`src/hdl/wwt_pkg.sv`:
```
// Package of the windowed watchdog: register map, field positions, reset
// values and timing constants.
// Assumes a 32-bit APB bus and a 250 MHz system clock.
package wwt_pkg;

  // Register byte offsets
  localparam logic [7:0] MODE_OFS    = 8'h00;
  localparam logic [7:0] TIMEOUT_OFS = 8'h04;
  localparam logic [7:0] FEED_OFS    = 8'h08;
  localparam logic [7:0] COUNT_OFS   = 8'h0c;
  localparam logic [7:0] WARN_OFS    = 8'h10;
  localparam logic [7:0] WINDOW_OFS  = 8'h14;
  localparam logic [7:0] CLKSEL_OFS  = 8'h18;
  localparam logic [7:0] STATUS_OFS  = 8'h1c;
  localparam logic [7:0] CLEAR_OFS   = 8'h20;
  localparam logic [7:0] IRQEN_OFS   = 8'h24;
  localparam logic [7:0] RSTFLAG_OFS = 8'h28;

  // Field positions
  localparam int MODE_ENABLE_BIT = 0;
  localparam int MODE_RESET_BIT  = 1;
  localparam int EVT_TIMEOUT_BIT = 0;
  localparam int EVT_WARN_BIT    = 1;
  localparam int EVT_FEED_BIT    = 2;
  localparam int EVT_COUNT       = 3;

  // Feed keys and reset values
  localparam logic [7:0]  FEED_KEY_FIRST  = 8'haa;
  localparam logic [7:0]  FEED_KEY_SECOND = 8'h55;
  localparam logic [23:0] TIMEOUT_MIN     = 24'h0000ff;
  localparam logic [23:0] TIMEOUT_RST     = 24'h0000ff;
  localparam logic [23:0] WARN_RST        = 24'h000000;
  localparam logic [23:0] WINDOW_RST      = 24'hffffff;
  localparam logic [1:0]  PRESCALE_LAST   = 2'h3;

  // Timing: system clock period and nominal RC oscillator rate
  localparam int SYS_CLK_PERIOD_NS = 4;
  localparam int IRC_FREQ_MHZ      = 12;
  localparam int IRC_PERIOD_CYCLES = 1000 / (IRC_FREQ_MHZ * SYS_CLK_PERIOD_NS);

  // Mode register fields
  typedef struct packed {
    logic reset_en;
    logic enable;
  } wwt_mode_t;

  // Event set as carried between logic and status register
  typedef struct packed {
    logic feed_err;
    logic warn;
    logic timeout;
  } wwt_evt_t;

endpackage

```
`src/hdl/wwt_top.sv`:
```
// Windowed watchdog timer with APB register access.
// Assumes both watchdog clock sources arrive as free-running pins slower than
// a third of SYS_CLK, and that NRST is the power-on reset of the block.
// Function
// - Counter expiring without a reload pulses the chip reset output, or interrupt when reset disabled.
// - In window mode a feed above the window value is an error.
// - Warning status bit sets when the counter passes the warning value.
// - Enable bit is set-only; cleared only by reset or watchdog event.
// - Broken feed sequence causes reset, or interrupt when reset disabled.
// - Sticky flag reports that the watchdog caused a chip reset.
// - Counter is 24 bits, decremented through a prescaler on tick clock.
// - Time-out spans 256 by 4 to 2^24 by 4 tick periods, steps of 4.
// - Tick clock chosen between internal RC and dedicated oscillator.
// - Internal RC oscillator runs nominally at 12 MHz.
// - In deep sleep the RC output is gated off unless it is selected.
`timescale 1ns/100ps
`default_nettype none

module wwt_top
  import wwt_pkg::*;
#(
  parameter int ADDR_W = 8
) (
  input  wire logic              SYS_CLK,
  input  wire logic              NRST,
  input  wire logic              PSEL,
  input  wire logic              PENABLE,
  input  wire logic              PWRITE,
  input  wire logic [ADDR_W-1:0] PADDR,
  input  wire logic [31:0]       PWDATA,
  output var  logic [31:0]       PRDATA,
  output var  logic              PREADY,
  output var  logic              PSLVERR,
  input  wire logic              INTERNAL_RC_OSCILLATOR,
  input  wire logic              DEDICATED_WATCHDOG_OSCILLATOR,
  input  wire logic              DEEP_SLEEP,
  output var  logic              RC_OUTPUT_EN,
  output var  logic              CHIP_RESET,
  output var  logic              IRQ
);

  // Reset release through two flip-flops
  logic       rst_meta;
  logic       rst_n;
  always_ff @(posedge SYS_CLK or negedge NRST) begin
    if (!NRST) begin
      rst_meta <= 1'b0;
      rst_n    <= 1'b0;
    end else begin
      rst_meta <= 1'b1;
      rst_n    <= rst_meta;
    end
  end

  // Register state
  wwt_mode_t   mode;
  logic [23:0] timeout_val;
  logic [23:0] warn_val;
  logic [23:0] window_val;
  logic        clk_sel;
  wwt_evt_t    status;
  wwt_evt_t    irq_en;
  logic        wd_reset_flag;
  logic [23:0] count;
  logic [1:0]  prescale;
  logic        running;
  logic        feed_armed;

  // Bus decode; the slave never inserts wait states
  logic              acc;
  logic              wr;
  logic [ADDR_W-1:0] addr;
  logic              mapped;
  assign acc  = PSEL && PENABLE && PREADY;
  assign wr   = acc && PWRITE;
  assign addr = PADDR;

  always_comb begin
    case (addr[7:0])
      MODE_OFS, TIMEOUT_OFS, FEED_OFS, COUNT_OFS, WARN_OFS, WINDOW_OFS,
      CLKSEL_OFS, STATUS_OFS, CLEAR_OFS, IRQEN_OFS, RSTFLAG_OFS: begin
        mapped = (addr >> 8) == '0;
      end
      default: begin
        mapped = 1'b0;
      end
    endcase
  end

  // Oscillator pins: two-flop synchronisers plus one stage for edge detect
  logic [2:0] irc_sync;
  logic [2:0] wdo_sync;
  always_ff @(posedge SYS_CLK or negedge rst_n) begin
    if (!rst_n) begin
      irc_sync <= 3'h0;
      wdo_sync <= 3'h0;
    end else begin
      irc_sync <= {irc_sync[1:0], INTERNAL_RC_OSCILLATOR};
      wdo_sync <= {wdo_sync[1:0], DEDICATED_WATCHDOG_OSCILLATOR};
    end
  end

  // Tick on rising edge of the selected source
  logic tick;
  logic presc_wrap;
  assign tick = clk_sel ? (wdo_sync[1] && !wdo_sync[2])
                        : (irc_sync[1] && !irc_sync[2]);
  assign presc_wrap = tick && (prescale == PRESCALE_LAST);

  // Feed sequence tracking over bus accesses
  logic feed_wr;
  logic key1;
  logic key2;
  logic seq_err;
  logic feed_ok;
  logic window_err;
  assign feed_wr = wr && (addr[7:0] == FEED_OFS) && mapped;
  assign key1    = feed_wr && (PWDATA[7:0] == FEED_KEY_FIRST);
  assign key2    = feed_wr && (PWDATA[7:0] == FEED_KEY_SECOND);
  // Any access after the first key other than the second key breaks it
  assign seq_err = mode.enable && acc && (feed_armed ? !key2 : (feed_wr && !key1));
  assign feed_ok = mode.enable && feed_armed && key2;
  // Feeding while the count is still above the window is too early
  assign window_err = feed_ok && running && (count > window_val);

  // Events of this cycle
  wwt_evt_t evt;
  assign evt.timeout  = running && presc_wrap && (count == 24'h000000);
  assign evt.warn     = running && presc_wrap && (count == warn_val) && (count != 24'h000000);
  assign evt.feed_err = seq_err || window_err;

  logic fatal_evt;
  assign fatal_evt = evt.timeout || evt.feed_err;

  always_ff @(posedge SYS_CLK or negedge rst_n) begin
    if (!rst_n) begin
      feed_armed <= 1'b0;
    end else if (acc) begin
      feed_armed <= !feed_armed && key1 && mode.enable;
    end
  end

  // Mode: enable and reset selection can only be set by software
  always_ff @(posedge SYS_CLK or negedge rst_n) begin
    if (!rst_n) begin
      mode <= '0;
    end else if (fatal_evt) begin
      mode.enable <= 1'b0;
    end else if (wr && mapped && addr[7:0] == MODE_OFS) begin
      mode.enable   <= mode.enable || PWDATA[MODE_ENABLE_BIT];
      mode.reset_en <= mode.reset_en || PWDATA[MODE_RESET_BIT];
    end
  end

  // Time-out, warning, window and clock select registers
  always_ff @(posedge SYS_CLK or negedge rst_n) begin
    if (!rst_n) begin
      timeout_val <= TIMEOUT_RST;
      warn_val    <= WARN_RST;
      window_val  <= WINDOW_RST;
      clk_sel     <= 1'b0;
    end else if (wr && mapped) begin
      case (addr[7:0])
        TIMEOUT_OFS: begin
          // Values below the minimum are raised to it
          timeout_val <= (PWDATA[23:0] < TIMEOUT_MIN) ? TIMEOUT_MIN : PWDATA[23:0];
        end
        WARN_OFS: begin
          warn_val <= PWDATA[23:0];
        end
        WINDOW_OFS: begin
          window_val <= PWDATA[23:0];
        end
        CLKSEL_OFS: begin
          // Switching source while running may drop or add one tick
          clk_sel <= PWDATA[0];
        end
        default: begin
          timeout_val <= timeout_val;
        end
      endcase
    end
  end

  // Prescaler: divides the tick clock by four
  always_ff @(posedge SYS_CLK or negedge rst_n) begin
    if (!rst_n) begin
      prescale <= 2'h0;
    end else if (feed_ok && !window_err) begin
      prescale <= 2'h0;
    end else if (tick && running) begin
      prescale <= prescale + 2'h1;
    end
  end

  // Down counter: starts at first good feed, stops on any fatal event
  always_ff @(posedge SYS_CLK or negedge rst_n) begin
    if (!rst_n) begin
      count   <= TIMEOUT_RST;
      running <= 1'b0;
    end else if (fatal_evt) begin
      running <= 1'b0;
      count   <= timeout_val;
    end else if (feed_ok) begin
      running <= 1'b1;
      count   <= timeout_val;
    end else if (running && presc_wrap) begin
      count <= count - 24'h000001;
    end
  end

  // Sticky status: a new event wins over a clear in the same cycle
  logic [EVT_COUNT-1:0] clr_mask;
  assign clr_mask = (wr && mapped && addr[7:0] == CLEAR_OFS) ? PWDATA[EVT_COUNT-1:0] : '0;

  always_ff @(posedge SYS_CLK or negedge rst_n) begin
    if (!rst_n) begin
      status <= '0;
    end else begin
      status <= (status & ~clr_mask) | evt;
    end
  end

  always_ff @(posedge SYS_CLK or negedge rst_n) begin
    if (!rst_n) begin
      irq_en <= '0;
    end else if (wr && mapped && addr[7:0] == IRQEN_OFS) begin
      irq_en <= PWDATA[EVT_COUNT-1:0];
    end
  end

  // Interrupt level; fatal events reach it only when reset is not chosen
  wwt_evt_t irq_src;
  assign irq_src = status & irq_en;
  always_ff @(posedge SYS_CLK or negedge rst_n) begin
    if (!rst_n) begin
      IRQ <= 1'b0;
    end else begin
      IRQ <= irq_src.warn || (!mode.reset_en && (irq_src.timeout || irq_src.feed_err));
    end
  end

  // Chip reset pulse on a fatal event when reset mode is chosen
  always_ff @(posedge SYS_CLK or negedge rst_n) begin
    if (!rst_n) begin
      CHIP_RESET <= 1'b0;
    end else begin
      CHIP_RESET <= fatal_evt && mode.reset_en;
    end
  end

  // Watchdog reset flag; cleared by writing one, kept over the chip reset
  always_ff @(posedge SYS_CLK or negedge rst_n) begin
    if (!rst_n) begin
      wd_reset_flag <= 1'b0;
    end else if (fatal_evt && mode.reset_en) begin
      wd_reset_flag <= 1'b1;
    end else if (wr && mapped && addr[7:0] == RSTFLAG_OFS && PWDATA[0]) begin
      wd_reset_flag <= 1'b0;
    end
  end

  // Deep sleep pin through two flip-flops; it comes from the power controller
  logic [1:0] sleep_sync;
  always_ff @(posedge SYS_CLK or negedge rst_n) begin
    if (!rst_n) begin
      sleep_sync <= 2'h0;
    end else begin
      sleep_sync <= {sleep_sync[0], DEEP_SLEEP};
    end
  end

  // RC output gate for deep sleep
  always_ff @(posedge SYS_CLK or negedge rst_n) begin
    if (!rst_n) begin
      RC_OUTPUT_EN <= 1'b1;
    end else begin
      RC_OUTPUT_EN <= !sleep_sync[1] || !clk_sel;
    end
  end

  // Read mux
  logic [31:0] rd;
  always_comb begin
    rd = 32'h00000000;
    case (addr[7:0])
      MODE_OFS: begin
        rd = {30'h0, mode.reset_en, mode.enable};
      end
      TIMEOUT_OFS: begin
        rd = {8'h00, timeout_val};
      end
      COUNT_OFS: begin
        rd = {8'h00, count};
      end
      WARN_OFS: begin
        rd = {8'h00, warn_val};
      end
      WINDOW_OFS: begin
        rd = {8'h00, window_val};
      end
      CLKSEL_OFS: begin
        rd = {31'h0, clk_sel};
      end
      STATUS_OFS: begin
        rd = {29'h0, status};
      end
      IRQEN_OFS: begin
        rd = {29'h0, irq_en};
      end
      RSTFLAG_OFS: begin
        rd = {31'h0, wd_reset_flag};
      end
      default: begin
        rd = 32'h00000000;
      end
    endcase
  end

  // Ready: no wait states once out of reset
  always_ff @(posedge SYS_CLK or negedge rst_n) begin
    if (!rst_n) begin
      PREADY <= 1'b0;
    end else begin
      PREADY <= 1'b1;
    end
  end

  // Read data is set up during the setup phase and stands until the next one
  always_ff @(posedge SYS_CLK or negedge rst_n) begin
    if (!rst_n) begin
      PRDATA <= 32'h00000000;
    end else if (PSEL && !PENABLE) begin
      PRDATA <= PWRITE ? 32'h00000000 : rd;
    end
  end

  // Slave error for unmapped addresses, set up with the read data
  always_ff @(posedge SYS_CLK or negedge rst_n) begin
    if (!rst_n) begin
      PSLVERR <= 1'b0;
    end else if (PSEL && !PENABLE) begin
      PSLVERR <= !mapped;
    end
  end

endmodule

`default_nettype wire

```
`config.mk`:
```
export PLATFORM = sky130hd
export DESIGN_NAME = wwt_top
export DESIGN_NICKNAME = d
export VERILOG_FILES = /design/src/hdl/wwt_pkg.sv /design/src/hdl/wwt_top.sv
export SDC_FILE = /design/constraint.sdc
export NUM_CORES = 1
export LEC_CHECK = 0
export BUFFER_PORTS_ARGS = -buffer_cell sky130_fd_sc_hd__buf_2
export CAP_MARGIN = 20
export CORE_AREA = 2 2 158 122
export CTS_CLUSTER_SIZE = 10
export DETAILED_ROUTE_END_ITERATION = 10
export DIE_AREA = 0 0 160 124
export GPL_TIMING_DRIVEN = 0
export HOLD_SLACK_MARGIN = 0.05
export SYNTH_ARGS = -nofsm -noshare
export SYNTH_HDL_FRONTEND = slang
export SYNTH_SLANG_ARGS = --single-unit
export TNS_END_PERCENT = 30
```
`constraint.sdc`:
```
create_clock -name SYS_CLK -period 10.65 [get_ports SYS_CLK]
set_input_delay 0.5325 -clock SYS_CLK [delete_from_list [all_inputs] [get_ports SYS_CLK]]
set_output_delay 0.5325 -clock SYS_CLK [all_outputs]
set_load 0.01 [all_outputs]
```
==> flow_summary_export.csv, run 1 <==
group,metric,value,unit
yosys,synth_top_area_share,33.4,%
setup_path,endpoint,"count[17]",
cts,cts.sinks,149,
layout,final_common_cell,"nand2_1",
yosys,netlist_instances,834,
timing,fin_skew,0.00848,ns
timing,rsz0062_at_grt,"false",
floorplan,ioPinCount,85,
timing,relSlewSlack,35.7,%
setup_path,crit_path_max_fanout,10,
yosys,synth_edf_count,0,
timing,setup_tns,0,ns
timing,setup_slack,7.63,ns
yosys,synthArstFlopShare,100,%
floorplan,die_x,160,µm
floorplan,start_util,44.5,%
cts,clkTransAtPathRegs,0.06,ns
yosys,synth_area_leaders,"dfrtp_1 33%, dfstp_2 13%, nand2_1 6.1%",
timing,slew_violations,0,
pwr,p_int,946,µW
layout,layout-drive-gt1-share,23.5,%
cts,cts_resized,0,
pwr,p_leak,4.31,nW
placement,numPortBuffers,64,
timing,tightest_slew,0.957,ns
cts,cts_buffer_depth,2,
setup_path,start_kind,"register",
floorplan,core_area,0.0182,mm²
yosys,synth_area_per_cell,9.71,µm²
pwr,clkPwrFrac,49.8,%
yosys,yosys.area.top_type,"dfrtp_1",
timing,period_needed,3.02,ns
global_route,track_usage,26.6,%
floorplan,die_area,0.0198,mm²
yosys,synth_ff_type,"dfrtp_1",
cts,cts_buffers,17,
cts,htree_levels,4,
setup_path,r2r_cells,9,
route,ant_nets,0,
route,drt_pass1_iterations,7,
yosys,seq_area_frac_synth,46.7,%
setup_path,arrival,3.32,ns
timing,fmax,332,MHz
setup_path,critPathRequiredTime,10.95,ns
layout,layout.nets,1003,
outcome,outcome,"finished, final reports clean",
pwr,peakVddDrop,0.0738,mV
setup_path,cp-end-kind,"register",
setup_path,timing.rr.end,"count[17]",
run,cap_violations,0,
pwr,switchingPower,289,µW
route,wl,25.2,mm
layout,diodes,0,
setup_path,crit_start,"count[10]",
setup_path,rr_startpoint,"count[10]",
timing,hold_viol,0,
pwr,seqPwrFrac,46.5,%
pwr,combPwrFrac,3.7,%
cts,clkLatencyLatePin,0.43,ns
placement,gp_congestion,0.943,
layout,mostFrequentLayoutCells,"132 x nand2_1, 107 x dfrtp_1, 76 x buf_2",
yosys,synth-seq-cells,149,
setup_path,reg2reg_slack,7.63,ns
route,wire_per_inst,21.2,µm
route,first_iter_violations,874,
yosys,ys_types,65,
global_route,antenna_found_initial,0,
yosys,yosysWarnings,0,
route,via_per_inst,5.76,
route,vias,6844,
yosys,synth_area,0.00810,mm²
global_route,grt_pass1_vias,6651,
pwr,powerDensity,131,mW/mm²
timing,fin_crit_sh,28.3,%
floorplan,fp.dieH,124,µm
global_route,grt.overflow.total,0,
pwr,p_sw_share,23.4,%
global_route,grt_pass1_wl,39.6,mm
cts,tritoncts,"yes",
global_route,grt_max_degree,70,
placement,dp_hpwl,18.7,mm
placement,dp_slack,7.50,ns
timing,setup_viol,0,
layout,area.growth.synth_to_final,16.5,%
layout,final_core_utilization,51.9,%
setup_path,critPathKind,"register to register",
worst_hold_path,worstHoldPathType,"primary input to register",
route,drc,0,
cts,root_buffer,"clkbuf_16",
floorplan,num_rows,43,
## metrics by stage
step	hold slack, ns	area (µm²)	power (mW)	instances
after floorplan	0.237	8130	0.605	842
after global placement	0.319	8760	0.627	1153
after detailed placement	0.268	8820	0.630	1155
after CTS	0.187	9430	1.24	1188
after global routing	0.188	9430	1.28	1189
final	0.207	9430	1.24	1189
## power by group through the flow
stage               clock network (mW)  logic, mW  registers [mW]
floorplan                            0     0.0157           0.590
global placement                     0     0.0340           0.593
detailed placement                   0     0.0457           0.584
CTS                              0.624     0.0462           0.574
global route                     0.650     0.0513           0.575
finish                           0.615     0.0459           0.574
## cell families (layout without fill, tap and decap cells)
group,after synthesis,count (layout),synth area share [%]
DFF,149,149,46.7
buffers and inverters,104,204,5.86
xor gates and xnor gates,25,25,2.70
other,2,10,0.0927
muxes,55,55,7.45
adders and majority gates,26,26,4.02
and+or+nand+nor,290,290,17.7
AOI/OAI and AO/OA,183,183,15.5
## layout make-up
cell class	count	area, µm²
fill	1762	8750
inverter	43	161
sequential	149	3780
clock buffer	20	457
clock inverter	12	145
timing repair buffer	68	390
tap	247	309
buffer	61	313
multi-input combinational	589	3870
## synthesized netlist by cell type (all sizes together) (5+ instances only)
cell / number
dfrtp: 108
nand2: 132
nor3: 33
o21a: 5
a21oi: 32
xnor2: 17
o22ai: 8
nor4: 22
nand3: 9
mux2: 42
ha: 26
xor2: 8
buf: 27
a31oi: 6
a22oi: 6
dfstp: 41
nor3b: 5
nor2: 32
a222oi: 21
clkbuf: 34
mux2i: 13
nand4: 18
or3: 7
o21ai: 53
and2: 7
a22o: 25
inv: 43
a21o: 5
## worst max-delay path, stage by stage, from the launching register on
cell and delay (ns):
dfrtp_1 0.40, buf_6 0.15, nor3_1 0.73, nand4_1 0.37, nor3_4 0.29, nand2_1 0.23, nand2_1 0.14, buf_4 0.20
o21ai_1 0.09, a221o_1 0.30
## sequential cells by signal, indices dropped and copies added (netlist names), 2 cells and up
signal	cells
warn_val	24
count	24
PRDATA	24
window_val	24
status	3
wdo_sync	3
irc_sync	3
prescale	2
mode	2
timeout_val	24
sleep_sync	2
irq_en	3
## layer usage
layer / up-vias / wire [µm] / global-route usage (%)
met5: - / 0 / 0
met1: 3366 / 12700 / 41.0
met2: 266 / 10200 / 38.3
met4: 0 / 359 / 7.71
met3: 21 / 1930 / 4.40
li1: 3191 / - / -
## how the worst min path moves through the flow
stage | startpoint | end | slack, ns | cells after the start
after floorplan | NRST | rst_meta | 0.24 | 0
after CTS | INTERNAL_RC_OSCILLATOR | irc_sync[0] | 0.19 | 1
after global routing | INTERNAL_RC_OSCILLATOR | irc_sync[0] | 0.19 | 1
final | DEDICATED_WATCHDOG_OSCILLATOR | wdo_sync[0] | 0.21 | 1
after global placement | NRST | rst_meta | 0.32 | 1
after detailed placement | rst_n | wdo_sync[0] | 0.27 | 0
## timing repair
item | 4_1_cts | 5_1_grt
buffers inserted | 0 | 0
endpoints found under the hold margin | 2 | 0
hold buffers | 1 | 0
No activity file was read; power rests on OpenSTA's default activity.
==> inputs of run 2 (changes only) <==
ABC_AREA = 1   (was default)
CORE_AREA = 2 2 166 127   (was 2 2 158 122)
DIE_AREA = 0 0 168 129   (was 0 0 160 124)
clock period = 2.9 ns   (was 10.65 ns; I/O delays follow)
==> flow_summary_export.csv, run 2 <==
group,metric,value,unit
outcome,outcome,"finished, final reports clean",
cts,postCtsSetupRepairBufs,0,
route,wl,29.4,mm
timing,rsz0062_at_grt,"false",
yosys,synth-compound-area-share,10.2,%
floorplan,ioPinCount,85,
cts,cts.sinks,149,
yosys,yosys.area.top_type,"dfrtp_1",
global_route,grt.busiest_layer,"met1",
setup_path,critPathKind,"register to register",
cts,clkTransAtPathRegs,0.07,ns
placement,numPortBuffers,68,
yosys,synth_top_family_by_area,"simple AND/OR/NAND/NOR gates",
timing,fmax,385,MHz
global_route,met2_usage,39.6,%
timing,relSlewSlack,40.6,%
yosys,synth_xor_xnor_area_share,2.96,%
timing,period_needed,2.60,ns
timing,tightest_slew,0.890,ns
floorplan,fp.dieH,129,µm
layout,area.growth.synth_to_final,17.9,%
pwr,peakVddDrop,0.284,mV
layout,diodes,0,
setup_path,critPathRequiredTime,3.23,ns
cts,tritoncts,"yes",
floorplan,start_util,44.4,%
pwr,p_leak,5.34,nW
pwr,powerDensity,431,mW/mm²
route,first_iter_violations,759,
yosys,synth-seq-cells,149,
worst_hold_path,worstHoldPathType,"primary input to register",
cts,cts_buffer_depth,2,
route,wire_per_inst,18.5,µm
yosys,synth_area_per_cell,7.44,µm²
timing,setup_viol,0,
yosys,synthTopCellsByCount,"382 x nand2_1, 152 x inv_1, 108 x dfrtp_1",
setup_path,crit_cells,11,
yosys,yosysWarnings,0,
layout,layout.nets,1390,
yosys,synth_top_area_share,30.5,%
layout,final_common_cell,"nand2_1",
setup_path,arrival,2.93,ns
global_route,use_met3,8.37,%
cts,cts_buffers,17,
yosys,ys_types,42,
placement,dp_hpwl,21.8,mm
floorplan,num_rows,45,
setup_path,r2r_cells,11,
setup_path,start_kind,"register",
layout,final_core_utilization,52.3,%
global_route,grt_pass1_wl,46.5,mm
yosys,synth_area_leaders,"dfrtp_1 30%, nand2_1 16%, dfstp_2 12%",
route,drc,0,
route,drt_pass1_iterations,5,
timing,holdWs,0.0567,ns
timing,fin_crit_sh,89.5,%
floorplan,die_area,0.0217,mm²
worst_hold_path,min_path_cells,3,
global_route,grt_pass1_vias,8096,
setup_path,crit_slowest_cell,"dfstp_2",
floorplan,core_area,0.0200,mm²
cts,htree_levels,4,
global_route,grt.overflow.total,0,
layout,layout-drive-gt1-share,16.5,%
yosys,yosys.cell_count.top_type,"nand2_1",
yosys,synth_mux_area_share,0,%
yosys,synth_ff_type,"dfrtp_1",
setup_path,crit_path_max_fanout,10,
timing,slew_violations,0,
setup_path,crit_chain,"inv_1, ha_1, nand2_1, inv_1, nand2_1, nor3_2, nand2_2, clkbuf_1, nand4_1, nand3_1, nand2_1",
route,vias,8475,
timing,fin_skew,0.0118,ns
yosys,synthAdderAreaFrac,3.67,%
setup_path,crit_family,"simple AND/OR/NAND/NOR gates",
setup_path,cpPeakStageDelay,0.57,ns
global_route,antenna_found_initial,1,
setup_path,crit_top_cell,"nand2_1",
route,ant_nets,0,
run,cap_violations,0,
global_route,track_usage,28.6,%
yosys,synth_area,0.00887,mm²
placement,gp_congestion,0.950,
cts,root_buffer,"clkbuf_16",
yosys,synth_edf_count,0,
yosys,synth_simple_gate_area_share,30.0,%
layout,fillers,1924,
timing,hold_viol,0,
setup_path,cp-end-kind,"register",
yosys,netlist_instances,1192,
cts,clkLatencyLatePin,0.44,ns
global_route,grt_max_degree,69,
floorplan,die_x,168,µm
layout,mostFrequentLayoutCells,"382 x nand2_1, 152 x inv_1, 107 x dfrtp_1",
global_route,use_met1,42.5,%
yosys,synthArstFlopShare,100,%
setup_path,path_buf_inv,3,
yosys,seq_area_frac_synth,42.6,%
route,via_per_inst,5.34,
==> run 2: changes by cell type after synthesis, moves of 15 or more <==
cell / delta
nand2_1: +250
inv_1: +109
nand3_1: +61
o21ai_1: +59
nor2_1: +46
mux2_2: -42
nand4_1: +30
nor3_1: -26
a22o_1: -25
a222oi_1: -21
a21oi_1: -17
nor4_1: -17
o2111ai_1: +15
==> run 2: worst paths after layout <==
path | start | end | slack (ns)
min in group asynchronous | rst_n | prescale[1] | 0.27
max in group asynchronous | rst_n | timeout_val[6] | 1.58
min | PWDATA[5] | warn_val[5] | 0.06
max | count[0] | count[16] | 0.30
min reg2reg | rst_n | prescale[1] | 0.27
max reg2reg | count[0] | count[16] | 0.30
==> run 2: tightest hold or removal path: cells and delay by family <==
kind                   cells  cell delay [ns]
buffers and inverters      2             0.17
AO/OA/AOI/OAI              1             0.14
==> run 2: area by class of cell <==
class,count,area (µm²),area share [%]
Multi-Input combinational cell,835,4190,40.1
Sequential cell,149,3780,36.2
Timing Repair Buffer,97,661,6.32
Inverter,163,614,5.87
Clock buffer,18,439,4.20
Tap cell,258,323,3.09
Buffer,53,314,3.00
Clock inverter,14,133,1.27
==> run 2: layer usage <==
metal / vias up / part of all wire (%) / wire (µm)
met1: 4006 / 48 / 14000
li1: 4074 / - / -
met4: 0 / 2.2 / 655
met5: - / 0 / 0
met3: 41 / 10 / 2960
met2: 354 / 40 / 11800
==> run 2: timing repair <==
item                                   CTS  global route
hold buffers                            26             0
setup endpoints to repair                0            14
resized for setup                        0             4
endpoints found under the hold margin   57             0
==> run 2: through the flow <==
step | instances | power, mW | setup TNS (ns) | cell area (µm²) | worst slack, ns
2_1_floorplan | 1200 | 2.23 | 0 | 8900 | 0.468
3_3_place_gp | 1526 | 2.31 | -58.77 | 9560 | -0.575
3_5_place_dp | 1529 | 2.32 | 0 | 9620 | 0.239
4_1_cts | 1587 | 4.53 | 0 | 10500 | 0.219
5_1_grt | 1587 | 4.65 | 0 | 10500 | 0.0267
6_report | 1587 | 4.50 | 0 | 10500 | 0.305
==> run 2: report_power, final <==
group / total, mW / switching (mW) / leakage (nW) / internal [mW]
sequential: 2.10 / 0.0126 / 1.80 / 2.09
clock: 2.19 / 1.03 / 0.278 / 1.16
combinational: 0.208 / 0.133 / 3.27 / 0.0748
total: 4.50 / 1.17 / 5.34 / 3.33
==> run 2: kinds of logic (layout without fill, tap and decap cells) <==
family | after synthesis | after routing
and+or+nand+nor | 613 | 613
DFF | 149 | 149
buffers and inverters | 216 | 345
xor gates and xnor gates | 30 | 30
AOI/OAI and AO/OA | 156 | 156
other | 2 | 10
adders and majority gates | 26 | 26
